==> src/include/serial_port_pkg.sv <==
// shared constants and types for the serial port
package serial_port_pkg;
  // register indices
  localparam logic [1:0] CTRL_ADDR = 2'h0;
  localparam logic [1:0] DATA_ADDR = 2'h1;
  localparam logic [1:0] RELOAD_ADDR = 2'h2;
  localparam logic [1:0] TIMER_ADDR = 2'h3;
  // serial_control_reg fields
  localparam int MODE_BIT = 7;
  localparam int UNUSED_BIT = 6;
  localparam int QUAL_BIT = 5;
  localparam int REN_BIT = 4;
  localparam int TB8_BIT = 3;
  localparam int RB8_BIT = 2;
  localparam int TI_BIT = 1;
  localparam int RI_BIT = 0;
  // timer control fields
  localparam int RUN_BIT = 0;
  localparam int IRQ_EN_BIT = 1;
  // reset values
  localparam logic [7:0] RELOAD_RESET = 8'h00;
  localparam logic [7:0] BYTE_ZERO = 8'h00;
  // baud channels
  localparam int TX_CH = 0;
  localparam int RX_CH = 1;
  localparam int NUM_CH = 2;

  typedef struct packed {
    logic [1:0] addr;
    logic [7:0] wdata;
    logic wr;
    logic rd;
  } bus_req_s;

  typedef enum logic [2:0] {
    TX_IDLE = 3'b000,
    TX_START = 3'b001,
    TX_DATA = 3'b010,
    TX_NINTH = 3'b011,
    TX_STOP = 3'b100
  } tx_state_e;

  typedef enum logic [2:0] {
    RX_IDLE = 3'b000,
    RX_START = 3'b001,
    RX_DATA = 3'b010,
    RX_NINTH = 3'b011,
    RX_STOP = 3'b100
  } rx_state_e;
endpackage

==> src/logic/baud_counter.sv <==
// 8-bit auto-reload counter with divide-by-two bit tick
`timescale 1ns/1ns
`default_nettype none
module baud_counter import serial_port_pkg::*; #(
  parameter int WIDTH = 8
) (
  // clocking
  input wire logic sys_clk,
  input wire logic reset,
  input wire logic clk_en,
  // control
  input wire logic count_en,
  input wire logic force_reload,
  input wire logic [WIDTH-1:0] reload,
  // result
  output logic bit_tick
);
  logic [WIDTH-1:0] cnt_reg;
  logic phase_reg;
  logic ovf;

  if (WIDTH < 2) begin : g_chk
    $error("baud_counter: WIDTH too small");
  end

  assign ovf = count_en && (cnt_reg == {WIDTH{1'b1}});
  // first overflow after a forced reload lands mid-bit
  assign bit_tick = ovf && !phase_reg && !force_reload;

  always_ff @(posedge sys_clk) begin
    if (reset) begin
      cnt_reg <= '0;
    end else if (clk_en) begin
      if (force_reload || ovf) begin
        cnt_reg <= reload;
      end else if (count_en) begin
        cnt_reg <= cnt_reg + 1'b1;
      end
    end
  end

  always_ff @(posedge sys_clk) begin
    if (reset) begin
      phase_reg <= 1'b0;
    end else if (clk_en) begin
      if (force_reload) begin
        phase_reg <= 1'b0;
      end else if (ovf) begin
        phase_reg <= !phase_reg;
      end
    end
  end

  a_forced_reload: assert property (@(posedge sys_clk) disable iff (reset)
    clk_en && force_reload |=> cnt_reg == $past(reload))
    else $error("counter did not reload on force");

  a_overflow_halved: assert property (@(posedge sys_clk) disable iff (reset)
    bit_tick |=> !bit_tick ##0 phase_reg)
    else $error("bit tick not divided by two");
endmodule
`default_nettype wire

==> src/logic/serial_port.sv <==
// full-duplex serial port with baud timer and data buffer
//
// The plain strobed port and the placing of the registers were decided locally.
`timescale 1ns/1ns
`default_nettype none
module serial_port import serial_port_pkg::*; #(
  parameter int DATA_BITS = 8
) (
  // clocking
  input wire logic sys_clk,
  input wire logic reset,
  input wire logic clk_en,
  // timer input clock, one pulse per timer count
  input wire logic timer_tick,
  // register port
  input wire bus_req_s bus_req,
  output logic [7:0] rdata,
  // serial pins
  input wire logic serial_rx_pin,
  output logic serial_tx_pin,
  // interrupt
  output logic irq
);
  localparam int CW = $clog2(DATA_BITS);

  if (DATA_BITS < 2 || DATA_BITS > 8) begin : g_chk
    $error("serial_port: DATA_BITS must be 2..8");
  end

  // registers
  logic frame_length_select;
  logic rx_qualifier_enable;
  logic rx_enable_bit;
  logic tx_ninth_bit;
  logic rx_ninth_bit;
  logic tx_done_flag;
  logic rx_done_flag;
  logic [7:0] baud_timer_reload_byte;
  logic timer_run_reg;
  logic irq_en_reg;
  logic [7:0] rx_buffer_reg;
  logic [7:0] tx_hold_reg;
  logic tx_pend_reg;

  logic ctrl_wr;
  logic data_wr;
  assign ctrl_wr = clk_en && bus_req.wr && bus_req.addr == CTRL_ADDR;
  assign data_wr = clk_en && bus_req.wr && bus_req.addr == DATA_ADDR;

  // transmit state
  tx_state_e tx_state_reg;
  logic [7:0] tx_shift_reg;
  logic [CW-1:0] tx_cnt_reg;
  logic tx_done_set;

  // receive state
  rx_state_e rx_state_reg;
  logic [7:0] rx_shift_reg;
  logic [CW-1:0] rx_cnt_reg;
  logic rx_ninth_cap_reg;
  logic rx_done_set;
  logic rx_accept;
  logic [2:0] rx_sync_reg;
  logic rx_level_reg;
  logic rx_prev_reg;
  logic rx_start_det;

  // baud channels
  logic [NUM_CH-1:0] ch_force;
  logic [NUM_CH-1:0] ch_tick;

  assign ch_force[TX_CH] = 1'b0;
  assign ch_force[RX_CH] = rx_start_det;

  // both counters run only while the timer runs, one shared reload byte
  for (genvar i = 0; i < NUM_CH; i++) begin : g_baud
    baud_counter #(.WIDTH(8)) u_baud (
      .sys_clk(sys_clk),
      .reset(reset),
      .clk_en(clk_en),
      .count_en(timer_run_reg && timer_tick),
      .force_reload(ch_force[i]),
      .reload(baud_timer_reload_byte),
      .bit_tick(ch_tick[i])
    );
  end

  // control register
  always_ff @(posedge sys_clk) begin
    if (reset) begin
      frame_length_select <= 1'b0;
      rx_qualifier_enable <= 1'b0;
      rx_enable_bit <= 1'b0;
      tx_ninth_bit <= 1'b0;
    end else if (ctrl_wr) begin
      frame_length_select <= bus_req.wdata[MODE_BIT];
      rx_qualifier_enable <= bus_req.wdata[QUAL_BIT];
      rx_enable_bit <= bus_req.wdata[REN_BIT];
      tx_ninth_bit <= bus_req.wdata[TB8_BIT];
    end
  end

  // set beats clear so a same-cycle event is never lost
  always_ff @(posedge sys_clk) begin
    if (reset) begin
      tx_done_flag <= 1'b0;
      rx_done_flag <= 1'b0;
    end else if (clk_en) begin
      if (tx_done_set) begin
        tx_done_flag <= 1'b1;
      end else if (ctrl_wr) begin
        tx_done_flag <= bus_req.wdata[TI_BIT];
      end
      if (rx_done_set) begin
        rx_done_flag <= 1'b1;
      end else if (ctrl_wr) begin
        rx_done_flag <= bus_req.wdata[RI_BIT];
      end
    end
  end

  // ninth-bit field: hardware load wins over software write
  always_ff @(posedge sys_clk) begin
    if (reset) begin
      rx_ninth_bit <= 1'b0;
    end else if (clk_en) begin
      if (rx_accept) begin
        // 8-bit stop level is sampled at this very tick; the capture lags one cycle
        rx_ninth_bit <= frame_length_select ? rx_ninth_cap_reg : rx_level_reg;
      end else if (ctrl_wr) begin
        rx_ninth_bit <= bus_req.wdata[RB8_BIT];
      end
    end
  end

  // timer reload and timer control
  always_ff @(posedge sys_clk) begin
    if (reset) begin
      baud_timer_reload_byte <= RELOAD_RESET;
      timer_run_reg <= 1'b0;
      irq_en_reg <= 1'b0;
    end else if (clk_en && bus_req.wr) begin
      if (bus_req.addr == RELOAD_ADDR) begin
        baud_timer_reload_byte <= bus_req.wdata;
      end
      if (bus_req.addr == TIMER_ADDR) begin
        timer_run_reg <= bus_req.wdata[RUN_BIT];
        irq_en_reg <= bus_req.wdata[IRQ_EN_BIT];
      end
    end
  end

  // read data, one cycle after the strobe; transmitter never readable
  always_ff @(posedge sys_clk) begin
    if (reset) begin
      rdata <= BYTE_ZERO;
    end else if (clk_en) begin
      if (bus_req.rd) begin
        unique case (bus_req.addr)
          CTRL_ADDR: rdata <= {frame_length_select, 1'b1, rx_qualifier_enable, rx_enable_bit,
                               tx_ninth_bit, rx_ninth_bit, tx_done_flag, rx_done_flag};
          DATA_ADDR: rdata <= rx_buffer_reg;
          RELOAD_ADDR: rdata <= baud_timer_reload_byte;
          TIMER_ADDR: rdata <= {6'h00, irq_en_reg, timer_run_reg};
        endcase
      end else begin
        rdata <= BYTE_ZERO;
      end
    end
  end

  always_ff @(posedge sys_clk) begin
    if (reset) begin
      irq <= 1'b0;
    end else if (clk_en) begin
      irq <= irq_en_reg && (tx_done_flag || rx_done_flag);
    end
  end

  // transmit holding register; a write while busy queues the next byte
  always_ff @(posedge sys_clk) begin
    if (reset) begin
      tx_hold_reg <= BYTE_ZERO;
      tx_pend_reg <= 1'b0;
    end else if (clk_en) begin
      if (data_wr) begin
        tx_hold_reg <= bus_req.wdata;
        tx_pend_reg <= 1'b1;
      end else if (ch_tick[TX_CH] && tx_state_reg == TX_IDLE) begin
        tx_pend_reg <= 1'b0;
      end
    end
  end

  assign tx_done_set = ch_tick[TX_CH] && (tx_state_reg == TX_NINTH ||
    (tx_state_reg == TX_DATA && tx_cnt_reg == CW'(DATA_BITS - 1) && !frame_length_select));

  always_ff @(posedge sys_clk) begin
    if (reset) begin
      tx_state_reg <= TX_IDLE;
      tx_shift_reg <= BYTE_ZERO;
      tx_cnt_reg <= '0;
      serial_tx_pin <= 1'b1;
    end else if (clk_en && ch_tick[TX_CH]) begin
      unique case (tx_state_reg)
        TX_IDLE: begin
          if (tx_pend_reg) begin
            tx_shift_reg <= tx_hold_reg;
            tx_cnt_reg <= '0;
            serial_tx_pin <= 1'b0;
            tx_state_reg <= TX_START;
          end
        end
        TX_START: begin
          serial_tx_pin <= tx_shift_reg[0];
          tx_shift_reg <= tx_shift_reg >> 1;
          tx_state_reg <= TX_DATA;
        end
        TX_DATA: begin
          if (tx_cnt_reg == CW'(DATA_BITS - 1)) begin
            if (frame_length_select) begin
              serial_tx_pin <= tx_ninth_bit;
              tx_state_reg <= TX_NINTH;
            end else begin
              serial_tx_pin <= 1'b1;
              tx_state_reg <= TX_STOP;
            end
          end else begin
            serial_tx_pin <= tx_shift_reg[0];
            tx_shift_reg <= tx_shift_reg >> 1;
            tx_cnt_reg <= tx_cnt_reg + 1'b1;
          end
        end
        TX_NINTH: begin
          serial_tx_pin <= 1'b1;
          tx_state_reg <= TX_STOP;
        end
        TX_STOP: begin
          tx_state_reg <= TX_IDLE;
        end
        default: begin
          serial_tx_pin <= 1'b1;
          tx_state_reg <= TX_IDLE;
        end
      endcase
    end
  end

  // receive pin: three-stage filter; level moves only when stages two and three agree
  always_ff @(posedge sys_clk) begin
    if (reset) begin
      rx_sync_reg <= 3'h7;
      rx_level_reg <= 1'b1;
      rx_prev_reg <= 1'b1;
    end else if (clk_en) begin
      rx_sync_reg <= {rx_sync_reg[1:0], serial_rx_pin};
      if (rx_sync_reg[1] == rx_sync_reg[2]) begin
        rx_level_reg <= rx_sync_reg[2];
      end
      rx_prev_reg <= rx_level_reg;
    end
  end

  assign rx_start_det = clk_en && rx_enable_bit && rx_state_reg == RX_IDLE &&
                        rx_prev_reg && !rx_level_reg;

  assign rx_done_set = rx_accept;
  // overrun leaves the buffer with the earlier byte
  assign rx_accept = ch_tick[RX_CH] && rx_state_reg == RX_STOP && !rx_done_flag &&
    (!rx_qualifier_enable || (frame_length_select ? rx_ninth_cap_reg : rx_level_reg));

  always_ff @(posedge sys_clk) begin
    if (reset) begin
      rx_buffer_reg <= BYTE_ZERO;
    end else if (clk_en && rx_accept) begin
      rx_buffer_reg <= rx_shift_reg;
    end
  end

  always_ff @(posedge sys_clk) begin
    if (reset) begin
      rx_state_reg <= RX_IDLE;
      rx_shift_reg <= BYTE_ZERO;
      rx_cnt_reg <= '0;
      rx_ninth_cap_reg <= 1'b0;
    end else if (clk_en) begin
      if (rx_start_det) begin
        rx_state_reg <= RX_START;
      end else if (ch_tick[RX_CH]) begin
        unique case (rx_state_reg)
          RX_IDLE: begin
          end
          RX_START: begin
            rx_cnt_reg <= '0;
            // a glitch shorter than half a bit is not a start
            rx_state_reg <= rx_level_reg ? RX_IDLE : RX_DATA;
          end
          RX_DATA: begin
            rx_shift_reg <= {rx_level_reg, rx_shift_reg[7:1]};
            rx_cnt_reg <= rx_cnt_reg + 1'b1;
            if (rx_cnt_reg == CW'(DATA_BITS - 1)) begin
              rx_state_reg <= frame_length_select ? RX_NINTH : RX_STOP;
            end
          end
          RX_NINTH: begin
            rx_ninth_cap_reg <= rx_level_reg;
            rx_state_reg <= RX_STOP;
          end
          RX_STOP: begin
            // in 8-bit framing the stop level is the ninth-bit field
            if (!frame_length_select) begin
              rx_ninth_cap_reg <= rx_level_reg;
            end
            rx_state_reg <= RX_IDLE;
          end
          default: begin
            rx_state_reg <= RX_IDLE;
          end
        endcase
      end
    end
  end

  a_tx_done_stop: assert property (@(posedge sys_clk) disable iff (reset)
    $rose(tx_done_flag) |-> tx_state_reg == TX_STOP && serial_tx_pin)
    else $error("transmit done not at stop bit");

  a_start_bit_low: assert property (@(posedge sys_clk) disable iff (reset)
    tx_state_reg == TX_START |-> !serial_tx_pin)
    else $error("start bit not low");

  a_ninth_bit_out: assert property (@(posedge sys_clk) disable iff (reset)
    tx_state_reg == TX_NINTH && $stable(tx_ninth_bit) |-> serial_tx_pin == tx_ninth_bit)
    else $error("ninth bit wrong on line");

  a_flag_sticky: assert property (@(posedge sys_clk) disable iff (reset)
    rx_done_flag && !ctrl_wr |=> rx_done_flag)
    else $error("receive flag cleared by hardware");

  a_rx_accept_gate: assert property (@(posedge sys_clk) disable iff (reset)
    $rose(rx_done_flag) |-> $past(rx_state_reg) == RX_STOP && $past(rx_state_reg) != RX_IDLE
      && (!rx_qualifier_enable || rx_ninth_bit))
    else $error("frame accepted without qualifier");

  a_rx_disabled: assert property (@(posedge sys_clk) disable iff (reset)
    !rx_enable_bit && rx_state_reg == RX_IDLE |=> rx_state_reg == RX_IDLE)
    else $error("reception while disabled");

  a_buffer_keeps: assert property (@(posedge sys_clk) disable iff (reset)
    rx_done_flag && !ctrl_wr |=> $stable(rx_buffer_reg))
    else $error("buffer overwritten on overrun");

  a_read_buffer: assert property (@(posedge sys_clk) disable iff (reset)
    clk_en && bus_req.rd && bus_req.addr == DATA_ADDR |=> rdata == $past(rx_buffer_reg))
    else $error("data read not from receive buffer");

  a_irq_follows: assert property (@(posedge sys_clk) disable iff (reset)
    clk_en && irq_en_reg && $rose(tx_done_flag) |=> irq)
    else $error("interrupt not raised");
endmodule
`default_nettype wire

==> config.mk <==
export PLATFORM = sky130hd
export DESIGN_NAME = serial_port
export DESIGN_NICKNAME = d
export VERILOG_FILES = /design/src/include/serial_port_pkg.sv /design/src/logic/baud_counter.sv /design/src/logic/serial_port.sv
export SDC_FILE = /design/constraint.sdc
export NUM_CORES = 1
export LEC_CHECK = 0
export BUFFER_PORTS_ARGS = -buffer_cell sky130_fd_sc_hd__clkbuf_2
export CORE_MARGIN = 2
export CORE_UTILIZATION = 30
export CTS_BUF_LIST = sky130_fd_sc_hd__clkbuf_16
export DETAILED_ROUTE_END_ITERATION = 16
export HOLD_SLACK_MARGIN = 0.05
export MAX_ROUTING_LAYER = met4
export PLACE_DENSITY_LB_ADDON = 0.2
export SLEW_MARGIN = 20
export SYNTH_ARGS = -nofsm -noshare
export SYNTH_HDL_FRONTEND = slang
export SYNTH_SLANG_ARGS = --single-unit
==> constraint.sdc <==
create_clock -name sys_clk -period 2.6 [get_ports sys_clk]
set_input_delay 0.26 -clock sys_clk [delete_from_list [all_inputs] [get_ports sys_clk]]
set_output_delay 0.26 -clock sys_clk [all_outputs]
set_load 0.005 [all_outputs]
# ---- Word-level counts from Yosys, hierarchy flattened
# Index checks and enable logic that the tools add are counted.
dict set report op_classes {
  eq_ne 21
  n_reduce_logical 67
  addsub 4
  n_bitwise 2
  mux 38
}
# operator count
set op_table {}
lappend op_table {{$mux W8} 7}
lappend op_table {{$pmux W8 S4} 1}
lappend op_table {{$mux W3} 8}
lappend op_table {{$pmux W3 S4} 2}
lappend op_table {{$pmux W8 S3} 1}
lappend op_table {{$reduce_and A4 Y1} 6}
lappend op_table {{$logic_and A1 B1 Y1} 23}
lappend op_table {{$reduce_and A2 Y1} 11}
lappend op_table {{$reduce_bool A2 Y1} 10}
lappend op_table {{$add A8 B1 Y8 const B} 2}
lappend op_table {{$eq A8 B8 Y1 const B} 2}
lappend op_table {{$mux W1} 14}
lappend op_table {{$eq A3 B2 Y1 const B} 4}
lappend op_table {{$eq A3 B3 Y1 const B} 4}
lappend op_table {{$pmux W3 S2} 2}
lappend op_table {{$logic_not A1 Y1} 7}
lappend op_table {{$add A3 B1 Y3 const B} 2}
lappend op_table {{$eq A3 B1 Y1 const B} 2}
lappend op_table {{$logic_not A3 Y1} 2}
lappend op_table {{$reduce_and A3 Y1} 2}
lappend op_table {{$eq A2 B2 Y1 const B} 2}
lappend op_table {{$logic_or A1 B1 Y1} 4}
lappend op_table {{$ne A2 B1 Y1 const B} 2}
lappend op_table {{$ne A2 B2 Y1 const B} 2}
lappend op_table {{other kinds (9)} 10}
dict set report totals {
  elab_cells 162
  output_inout_bits 10
  regBits 96
  input_bits 17
}

# ---- Longest topological paths before layout
# Gate-level depths: netlist of the first run.
dict set report logic_depth {
  word_depth 11
  mapped_depth 7
  depth_no_buf 7
}

# ---- Cells and area by module
# Synthesis of the first run repeated with hierarchy kept, for this count alone.
dict set report hier_totals {
  hier_cells 546
  area_unflattened_um2 4678.2
}
# mod instances area_each_um2 cells_per_inst seq_area_each_um2
set by_module_without_submodules {}
lappend by_module_without_submodules {serial_port 1 3504.6 386 1561.5}
lappend by_module_without_submodules {baud_counter 2 586.8 80 180.2}

# ---- Least setup slack after synthesis of the first run
# OpenSTA, ideal clock, no wires.
dict set report synth_path {
  path_type {reg-to-reg}
  from {reg g_baud[1].u_baud.cnt_reg[0]}
  to {reg rx_state_reg[0]}
  n_path_buf 0
  setup_slack_ns 0.543
  setup_ns 0.133
  path_stages_with_launch 7
  t_arrival_ns 1.924
  t_required_ns 2.467
  synth_period_minus_slack_ns 2.057
  path_cell_list {dfxtp_1 ha_1 nand3_1 or3_1 or4_4 a311oi_2 nor3_1}
}
dict set report synth_via {
  elab_chain_cells 6
}
# item line_no
set synth_lines {}
lappend synth_lines {{from (decl)} baud_counter.sv:18} ;# logic [WIDTH-1:0] cnt_reg;
lappend synth_lines {{from (signal assigned)} baud_counter.sv:35} ;# cnt_reg <= reload;
lappend synth_lines {{from (signal assigned)} baud_counter.sv:37} ;# cnt_reg <= cnt_reg + 1'b1;
lappend synth_lines {{$eq A8 B8 Y1} baud_counter.sv:26} ;# assign ovf = count_en && (cnt_reg == {WIDTH{1'b1}});
lappend synth_lines {{$logic_and A1 B1 Y1} baud_counter.sv:26}
lappend synth_lines {{$logic_and A1 B1 Y1 (2 in a row)} baud_counter.sv:28} ;# assign bit_tick = ovf && !phase_reg && !force_reload;
lappend synth_lines {{$reduce_bool A2 Y1 (no source line)} n/a}
lappend synth_lines {{$reduce_and A4 Y1 (no source line)} n/a}
lappend synth_lines {{to (signal assigned)} serial_port.sv:296} ;# rx_state_reg <= rx_level_reg ? RX_IDLE : RX_DATA;
lappend synth_lines {{to (signal assigned)} serial_port.sv:302} ;# rx_state_reg <= frame_length_select ? RX_NINTH : RX_STOP;
lappend synth_lines {{to (decl)} serial_port.sv:57} ;# rx_state_e rx_state_reg;
# Every way passes these cells.
# A chain may end at the register's enable or synchronous reset.

# ---- Worst setup path after layout of the first run
# Ends and elaborated chain as after synthesis.

==> flow_metrics.py, run 1 <==
metrics = {
    "status": {
        "status": "finished, final reports clean",
    },
    "clocking": {
        "htreeDepth": 3,
        "cts_tree": "done",
        "post_cts_buffers": 0,
        "hold_buffers": 0,
        "cts-buffers-inserted": 9,
        "clkTransAtPathRegs_ns": 0.07,
        "cts_root_buf": "clkbuf_16",
        "cts-resized-gates": 0,
        "cts_sinks": 96,
        "cts_buffer_depth": 2,
        "clock_latency_ns": 0.35,
    },
    "layout": {
        "multi_input_area_um2": 2469,
        "antenna_cells": 0,
        "finalInstanceArea_um2": 5161,
        "nets": 574,
        "nFillCells": 1551,
        "final_common_cell": "dfxtp_1",
        "areaGrowthSynthToFinish_pct": 13.23,
        "seq_area_um2": 1922,
        "drive_above_1_share_pct": 13.13,
        "layout.core_utilization_pct": 34.33,
        "largest_register_ffs": 16,
        "final_cell_mix": "96 x dfxtp_1, 68 x nor2_1, 67 x nand2_1, 50 x a21oi_1, 36 x mux2i_1",
    },
    "power_and_ir_drop": {
        "p_seq_share_pct": 51.1,
        "p_total_w": 0.002935,
        "power_frac_comb_pct": 4.2,
        "power_density_nw_per_um2": 568.7,
        "swShare_pct": 22.77,
        "p_sw_w": 0.0006682,
        "p_int_w": 0.002267,
        "p_clk_share_pct": 44.7,
        "p_leak_nw": 1.974,
        "vdd_ir_drop_max_v": 0.0003052,
    },
    "floorplanning": {
        "start_util_pct": 30.32,
        "die_area_um2": 16200,
        "ios": 27,
        "fp-row-count": 45,
        "fp.dieH_um": 127.3,
        "dieWidth_um": 127.3,
        "core_region_area_um2": 15030,
    },
    "sta": {
        "min_period_ns": 2.322,
        "slew_headroom_pct": 53.89,
        "worstMarginPinSlew_ns": 0.6916,
        "finalSetupViolations": 0,
        "tns_ns": 0,
        "setup_slack_ns": 0.2781,
        "fmax_mhz": 430.7,
        "hold_viol": 0,
        "slew_viol_final": 0,
        "period_share_pct": 89.30,
        "skew_ns": 0.007079,
        "rsz0062_at_grt": "no",
    },
    "routing": {
        "vias": 3830,
        "viasPerCell": 5.148,
        "antenna_left": 0,
        "wl_um": 11220,
        "wl_per_cell_um": 15.09,
        "drc_errors": 0,
        "dr.pass1.iters": 5,
        "drtIter0Drc": 172,
    },
    "synth": {
        "synth_top_cell_area_share_pct": 42.16,
        "synthFlopType": "dfxtp_1",
        "synthTopCellsByArea": "dfxtp_1 42%, mux2i_1 7.9%, nor2_1 5.6%",
        "synth_cells": 537,
        "async_reset_ff_share_pct": 0,
        "synthesis.area_um2": 4558,
        "synth_cell_type_count": 61,
        "ys_seq_area_share_pct": 42.16,
        "yosys_register_bits": 96,
        "yosys_warnings": 0,
        "yosys.area.top_type": "dfxtp_1",
        "synth-edff-count": 0,
        "avgSynthCellArea_um2": 8.488,
        "synth_fp_nets": 560,
    },
    "placed_design": {
        "dp_slack_ns": 0.3204,
        "hpwlAfterDp_um": 8042,
        "portBuffers": 26,
        "postPlaceCellArea_um2": 4873,
        "gp_congestion": 0.8491,
    },
    "critical_path": {
        "slowest_delay_ns": 0.51,
        "path_max_fanout": 7,
        "path_cells": "ha_1 > nand3_1 > or3_1 > or4_4 > a311oi_2 > nor3_1",
        "cp.arrival_ns": 2.53,
        "ff2ff_setup_slack_ns": 0.28,
        "crit_type": "flip-flop to flip-flop",
        "worstPathRequired_ns": 2.81,
        "start_kind": "flip-flop",
        "cpMaxStageDelayCell": "or4_4",
        "worstSetupEndpointType": "flip-flop",
    },
    "global_routing": {
        "grt_pass1_vias": 3626,
        "use_met3_pct": 2.219,
        "grtUsageMet1_pct": 20.52,
        "overflow": 0,
        "antenna_found_initial": 0,
        "met2_usage_pct": 21.89,
        "grt_most_used_layer": "met2",
        "grt_usage_pct": 15.09,
        "grt_max_degree": 65,
        "grt_first_pass_wirelength_um": 18690,
    },
    "hold_path": {
        "hp-class": "primary input to flip-flop",
    },
    "run": {
        "drv_cap": 0,
    },
}
-- path summary, 6_finish.rpt --
| path | start | endpoint | cells past startpoint |
|---|---|---|---|
| setup / recovery | g_baud[1].u_baud.cnt_reg[0]$_SDFFE_PP0P_ | rx_state_reg[0]$_SDFFE_PP0P_ | 6 |
| hold / removal | serial_rx_pin | rx_sync_reg[0]$_SDFFE_PP1P_ | 2 |
| setup reg to reg | g_baud[1].u_baud.cnt_reg[0]$_SDFFE_PP0P_ | rx_state_reg[0]$_SDFFE_PP0P_ | 6 |
| hold reg to reg | rx_sync_reg[2]$_SDFFE_PP1P_ | rx_sync_reg[2]$_SDFFE_PP1P_ | 2 |
-- cell type report --
type	instances	area share (%)
Multi-Input combinational cell	400	47.83
Sequential cell	96	37.24
Inverter	8	0.5818
Tap cell	188	4.558
Timing Repair Buffer	36	4.218
Clock inverter	7	1.212
Clock buffer	9	4.364
-- Yosys cell counts (2+ instances only) --
cell type,instances
buf_1,3
mux2i_1,36
buf_2,4
o21ai_0,15
ha_1,6
or4_1,3
nand2_1,67
a22oi_1,9
nor2b_1,9
o31ai_1,2
or3_1,2
a31oi_1,6
dfxtp_1,96
nand3_1,21
nor3_1,17
nor4_4,2
inv_1,8
or2_0,2
or2_2,3
clkbuf_1,23
a211o_1,3
nor4b_1,2
and3_1,3
xnor2_1,2
nor4_1,5
nand3b_1,4
nand2b_1,5
a21oi_1,50
mux2_2,7
nand4_1,5
and4_1,2
and2_1,4
buf_4,2
a211oi_1,9
o21bai_1,4
nor2_1,68
nor3_2,2
a2bb2oi_1,3
-- critical path, delay by kind of cell (launching register included) --
family	cells	cell delay, ns
adder cells (fa/ha/maj)	1	0.24
AO/OA/AOI/OAI	1	0.21
AND/OR/NAND/NOR	4	1.32
flip-flops	1	0.41
-- through the flow --
step,hold WS (ns),instances
6_report,0.1196,744
5_1_grt,0.1226,744
4_1_cts,0.1109,744
3_5_place_dp,0.4517,728
3_3_place_gp,0.4344,728
2_1_floorplan,0.3824,537
-- power by group through the flow --
stage / sequential, W / clock, W / combinational (W)
after global routing: 0.00150 / 0.00140 / 0.000139
after global placement: 0.00153 / 0 / 0.000124
after CTS: 0.00150 / 0.00135 / 0.000126
after floorplan: 0.00153 / 0 / 0.0000805
after detailed placement: 0.00153 / 0 / 0.000125
final: 0.00150 / 0.00131 / 0.000124
-- kinds of logic (layout without fill, tap and decap cells) --
family | after synthesis | count (layout) | share of synthesized area (%)
simple gates | 233 | 233 | 25.69
buf+inv | 41 | 60 | 3.678
compound gates | 113 | 113 | 15.54
flops | 96 | 96 | 42.16
xor+xnor | 3 | 3 | 0.5766
fa+ha+maj | 6 | 6 | 1.647
mux | 45 | 45 | 10.71
-- routing by layer --
metal | vias to the layer above | part of all wire, %
met4 | 0 | 2.5
li1 | 1948 | -
met1 | 1786 | 49
met3 | 17 | 3.9
met2 | 79 | 45
met5 | - | 0
(Power assumes the default switching activity.)
==> run 2, diff against run 1 <==
==> constraint.sdc (replaced) <==
create_clock -name sys_clk -period 2 [get_ports sys_clk]
set_input_delay 0.2 -clock sys_clk [delete_from_list [all_inputs] [get_ports sys_clk]]
set_output_delay 0.2 -clock sys_clk [all_outputs]
set_load 0.005 [all_outputs]
==> flow_metrics.py, run 2 (same netlist as run 1, synthesis figures left out) <==
metrics = {
    "status": {
        "status": "finished, final reports clean",
    },
    "sta": {
        "min_period_ns": 1.950,
        "period_share_pct": 97.51,
        "worstMarginPinSlew_ns": 0.7058,
        "fmax_mhz": 512.8,
        "skew_ns": 0.004179,
        "setup_slack_ns": 0.04988,
        "slew_viol_final": 0,
        "whs_ns": 0.08732,
        "slew_headroom_pct": 52.95,
        "rsz0062_at_grt": "yes",
        "finalSetupViolations": 0,
        "hold_viol": 0,
    },
    "global_routing": {
        "grt_max_degree": 36,
        "antenna_found_initial": 0,
        "grt_usage_pct": 15.61,
        "grt_pass1_vias": 3849,
        "grt_first_pass_wirelength_um": 19440,
        "overflow": 0,
    },
    "routing": {
        "topRoutingLayerUsed": "met4",
        "antenna_left": 0,
        "viasPerCell": 5.113,
        "drtIter0Drc": 173,
        "vias": 3973,
        "dr_wl_met3_um": 409,
        "dr_wl_met2_um": 5338,
        "wl_per_cell_um": 15.13,
        "wl_um": 11760,
        "wl_met1_um": 5772,
        "drc_errors": 0,
        "dr.pass1.iters": 4,
    },
    "critical_path": {
        "path_max_fanout": 5,
        "crit_family": "simple AND/OR/NAND/NOR gates",
        "cp.arrival_ns": 2.16,
        "path_cells": "nand4_4 > or3_4 > or4_4 > a311oi_2 > nor3_1",
        "start_kind": "flip-flop",
        "slowest_delay_ns": 0.52,
        "worstPathRequired_ns": 2.21,
        "cpMaxStageDelayCell": "or4_4",
        "worst-path-buf-inv": 0,
        "worstSetupEndpointType": "flip-flop",
        "crit_type": "flip-flop to flip-flop",
    },
    "power_and_ir_drop": {
        "p_total_w": 0.003868,
        "p_leak_nw": 2.141,
        "vdd_ir_drop_max_v": 0.0003871,
        "power_density_nw_per_um2": 707.9,
    },
    "layout": {
        "nets": 607,
        "final_common_cell": "dfxtp_1",
        "final_cell_mix": "94 x dfxtp_1, 68 x nor2_1, 67 x nand2_1, 50 x a21oi_1, 41 x buf_4",
        "fin_cells": 777,
        "areaGrowthSynthToFinish_pct": 19.87,
        "drive_above_1_share_pct": 19.52,
        "largest_register_ffs": 16,
        "antenna_cells": 0,
    },
    "placed_design": {
        "dp_cells": 759,
        "dp_slack_ns": -0.02260,
        "gp_congestion": 0.8438,
        "hpwlAfterDp_um": 8636,
        "portBuffers": 26,
    },
    "hold_path": {
        "hp-class": "primary input to flip-flop",
    },
    "floorplanning": {
        "dieWidth_um": 127.3,
        "core_region_area_um2": 15030,
        "start_util_pct": 30.32,
        "ios": 27,
        "die_area_um2": 16200,
        "fp.dieH_um": 127.3,
        "fp-row-count": 45,
    },
    "clocking": {
        "clkTransAtPathRegs_ns": 0.07,
        "cts_root_buf": "clkbuf_16",
        "cts-buffers-inserted": 9,
        "cts_tree": "done",
        "clock_latency_ns": 0.35,
        "cts_buffer_depth": 2,
        "htreeDepth": 3,
        "cts_sinks": 96,
    },
    "run": {
        "drv_cap": 0,
    },
}
run 2: timing repair:
action	in CTS	in global routing
hold buffers	1	0
setup endpoints to repair	3	34
hold endpoints to repair	1	0
buffers inserted	0	1
gates resized for setup	2	9
pin swaps	0	4
run 2: metal layers:
metal  vias to the layer above  track usage (%)
met2                        68            23.75
met5                         -                -
met1                      1880            20.55
li1                       2009                -
met4                         0            6.787
met3                        16            2.513
run 2: area by class of cell:
type | count | area (µm²)
Clock buffer | 9 | 225.2
Multi-Input combinational cell | 400 | 2510
Timing Repair Buffer | 69 | 467.9
Clock inverter | 7 | 71.32
Tap cell | 188 | 235.2
Inverter | 8 | 30.03
Fill cell | 1533 | 9569
Sequential cell | 96 | 1924
run 2: power by group:
group          internal [W]  switching [W]
clock              0.000974       0.000772
sequential          0.00193      0.0000181
combinational     0.0000640       0.000110
total               0.00297       0.000900
run 2: final timing paths:
check                                                 from                      endpoint  slack (ns)  cells after the start
setup / recovery  g_baud[1].u_baud.cnt_reg[2]$_SDFFE_PP0P_  rx_state_reg[0]$_SDFFE_PP0P_        0.05                      5
setup reg to reg  g_baud[1].u_baud.cnt_reg[2]$_SDFFE_PP0P_  rx_state_reg[0]$_SDFFE_PP0P_        0.05                      5
hold reg to reg                 tx_cnt_reg[1]$_SDFFE_PP0P_    tx_cnt_reg[1]$_SDFFE_PP0P_        0.46                      2
hold / removal                                  bus_req[8]   tx_hold_reg[6]$_SDFFE_PP0P_        0.09                      3
run 2: tightest hold or removal path: cells and delay by family:
| family | cells | cell delay (ns) |
|---|---|---|
| and+or+nand+nor | 1 | 0.05 |
| buffers and inverters | 1 | 0.09 |
| AOI/OAI and AO/OA | 1 | 0.05 |
run 2: stage by stage:
| step | util, % | setup TNS, ns | cell area (µm²) |
|---|---|---|---|
| after floorplan | - | 0 | 4563 |
| after CTS | 36.06 | 0 | 5421 |
| after global placement | 34.00 | 0 | 5111 |
| final | 36.35 | 0 | 5464 |
| after detailed placement | 34.00 | -0.04338 | 5111 |
| after global routing | 36.35 | -0.04684 | 5464 |
==> run 3, diff against run 2 <==
--- a/config.mk
+++ b/config.mk
@@ -12,7 +12,7 @@
 export DETAILED_ROUTE_END_ITERATION = 16
 export HOLD_SLACK_MARGIN = 0.05
 export MAX_ROUTING_LAYER = met4
-export PLACE_DENSITY_LB_ADDON = 0.2
+export PLACE_DENSITY = 0.47
 export SLEW_MARGIN = 20
 export SYNTH_ARGS = -nofsm -noshare
 export SYNTH_HDL_FRONTEND = slang
==> flow_metrics.py, run 3 (same netlist as run 1, synthesis figures left out) <==
metrics = {
    "status": {
        "status": "finished, final reports clean",
    },
    "sta": {
        "slew_viol_final": 0,
        "finalSetupViolations": 0,
        "rsz0062_at_grt": "yes",
        "whs_ns": 0.06641,
        "min_period_ns": 1.948,
        "period_share_pct": 97.38,
        "worstMarginPinSlew_ns": 0.7304,
        "hold_viol": 0,
        "fmax_mhz": 513.4,
        "slew_headroom_pct": 51.30,
        "skew_ns": 0.01036,
        "tns_ns": 0,
        "setup_slack_ns": 0.05230,
    },
    "clocking": {
        "clkTransAtPathRegs_ns": 0.07,
        "cts_root_buf": "clkbuf_16",
        "cts_tree": "done",
        "cts_buffer_depth": 2,
        "clock_latency_ns": 0.35,
        "hold_buffers": 0,
        "cts_sinks": 96,
        "cts-buffers-inserted": 9,
        "htreeDepth": 3,
    },
    "placed_design": {
        "portBuffers": 26,
        "dp_slack_ns": 0.02117,
        "hpwlAfterDp_um": 8663,
        "gp_congestion": 0.8526,
        "postPlaceCellArea_um2": 5116,
        "dp_cells": 758,
    },
    "critical_path": {
        "worstSetupEndpointType": "flip-flop",
        "worstPathRequired_ns": 2.20,
        "slowest_delay_ns": 0.52,
        "cpMaxStageDelayCell": "or4_4",
        "path_max_fanout": 3,
        "path_cells": "ha_2 > nand3_2 > or3_4 > or4_4 > a311oi_2 > nor3_1",
        "r2r_cells": 6,
        "cp.arrival_ns": 2.15,
        "crit_type": "flip-flop to flip-flop",
        "start_kind": "flip-flop",
        "rr_endpoint": "rx_state_reg[0]$_SDFFE_PP0P_",
        "ff2ff_setup_slack_ns": 0.05,
        "reg2reg_from": "g_baud[1].u_baud.cnt_reg[1]$_SDFFE_PP0P_",
    },
    "global_routing": {
        "antenna_found_initial": 0,
        "grt_first_pass_wirelength_um": 19480,
        "overflow": 0,
        "grt_max_degree": 42,
        "grt_pass1_vias": 3744,
        "grt_usage_pct": 15.66,
    },
    "power_and_ir_drop": {
        "vdd_ir_drop_max_v": 0.0003439,
        "p_leak_nw": 2.126,
        "power_density_nw_per_um2": 687.8,
    },
    "routing": {
        "drc_errors": 0,
        "antenna_left": 0,
        "viasPerCell": 5.089,
        "vias": 3949,
        "wl_um": 11900,
        "wl_per_cell_um": 15.33,
        "dr.pass1.iters": 5,
        "drtIter0Drc": 197,
    },
    "layout": {
        "nets": 606,
        "fin_cells": 776,
        "final_cell_mix": "93 x dfxtp_1, 68 x nor2_1, 67 x nand2_1, 50 x a21oi_1, 40 x buf_4",
        "antenna_cells": 0,
        "finalInstanceArea_um2": 5421,
        "drive_above_1_share_pct": 19.22,
        "areaGrowthSynthToFinish_pct": 18.94,
        "final_common_cell": "dfxtp_1",
        "largest_register_ffs": 16,
    },
    "hold_path": {
        "holdPathStages": 2,
        "min_from": "serial_rx_pin",
        "hp-class": "primary input to flip-flop",
        "whs_endpoint": "rx_sync_reg[0]$_SDFFE_PP1P_",
    },
    "floorplanning": {
        "core_region_area_um2": 15030,
        "dieWidth_um": 127.3,
        "ios": 27,
        "fp.dieH_um": 127.3,
        "fp-row-count": 45,
        "die_area_um2": 16200,
        "start_util_pct": 30.32,
    },
    "run": {
        "drv_cap": 0,
    },
}
run 3: where the power goes:
part / leakage (nW) / switching (W) / internal (W)
clock network: 0.137 / 0.000763 / 0.000844
registers: 0.777 / 0.0000189 / 0.00193
logic: 1.21 / 0.000109 / 0.0000638
run 3: routing by layer:
metal	up-vias	global-route usage, %	part of all wire, %
met1	1847	21.52	50
li1	2014	-	-
met4	0	5.882	1.4
met3	12	2.010	3.5
met5	-	-	0
met2	76	23.59	45
run 3: worst max path at each step:
stage,start,depth (start not counted),to,slack [ns]
after floorplan,g_baud[1].u_baud.cnt_reg[0]$_SDFFE_PP0P_,6,rx_state_reg[0]$_SDFFE_PP0P_,0.01
after global placement,g_baud[0].u_baud.cnt_reg[1]$_SDFFE_PP0P_,5,tx_done_flag$_SDFFE_PP0P_,0.07
after detailed placement,g_baud[1].u_baud.cnt_reg[0]$_SDFFE_PP0P_,7,rx_state_reg[1]$_SDFFE_PP0P_,0.02
after CTS,g_baud[1].u_baud.cnt_reg[0]$_SDFFE_PP0P_,6,rx_state_reg[0]$_SDFFE_PP0P_,0.02
after global routing,g_baud[1].u_baud.cnt_reg[1]$_SDFFE_PP0P_,7,rx_state_reg[1]$_SDFFE_PP0P_,-0.008
final,g_baud[1].u_baud.cnt_reg[1]$_SDFFE_PP0P_,6,rx_state_reg[0]$_SDFFE_PP0P_,0.05
run 3: critical path: cells and delay by family, from the launching register on:
family / cells / cell delay (ns)
fa+ha+maj: 1 / 0.18
flops: 1 / 0.33
compound gates: 1 / 0.20
simple gates: 4 / 1.08
run 3: final cells by class:
class,count,area [µm²]
repair buffers,68,470.5
clock inverters,7,45.04
flip-flops and latches,96,1926
clock buffers,9,225.2
inverters,8,30.03
fillers,1535,9612
multi-input cells,400,2490
well taps,188,235.2
run 3: what timing repair did:
action,CTS,global route
endpoints found under the setup margin,1,28
buffers inserted,0,2
gates resized for setup,1,7
pin swaps,0,2
run 3: stage by stage:
step                      total power (W)  util [%]
final                            0.003729     36.06
after global routing             0.003878     36.06
after CTS                        0.003785     35.83
after detailed placement         0.002168     34.03
after global placement           0.002166     34.03
after floorplan                  0.002089         -
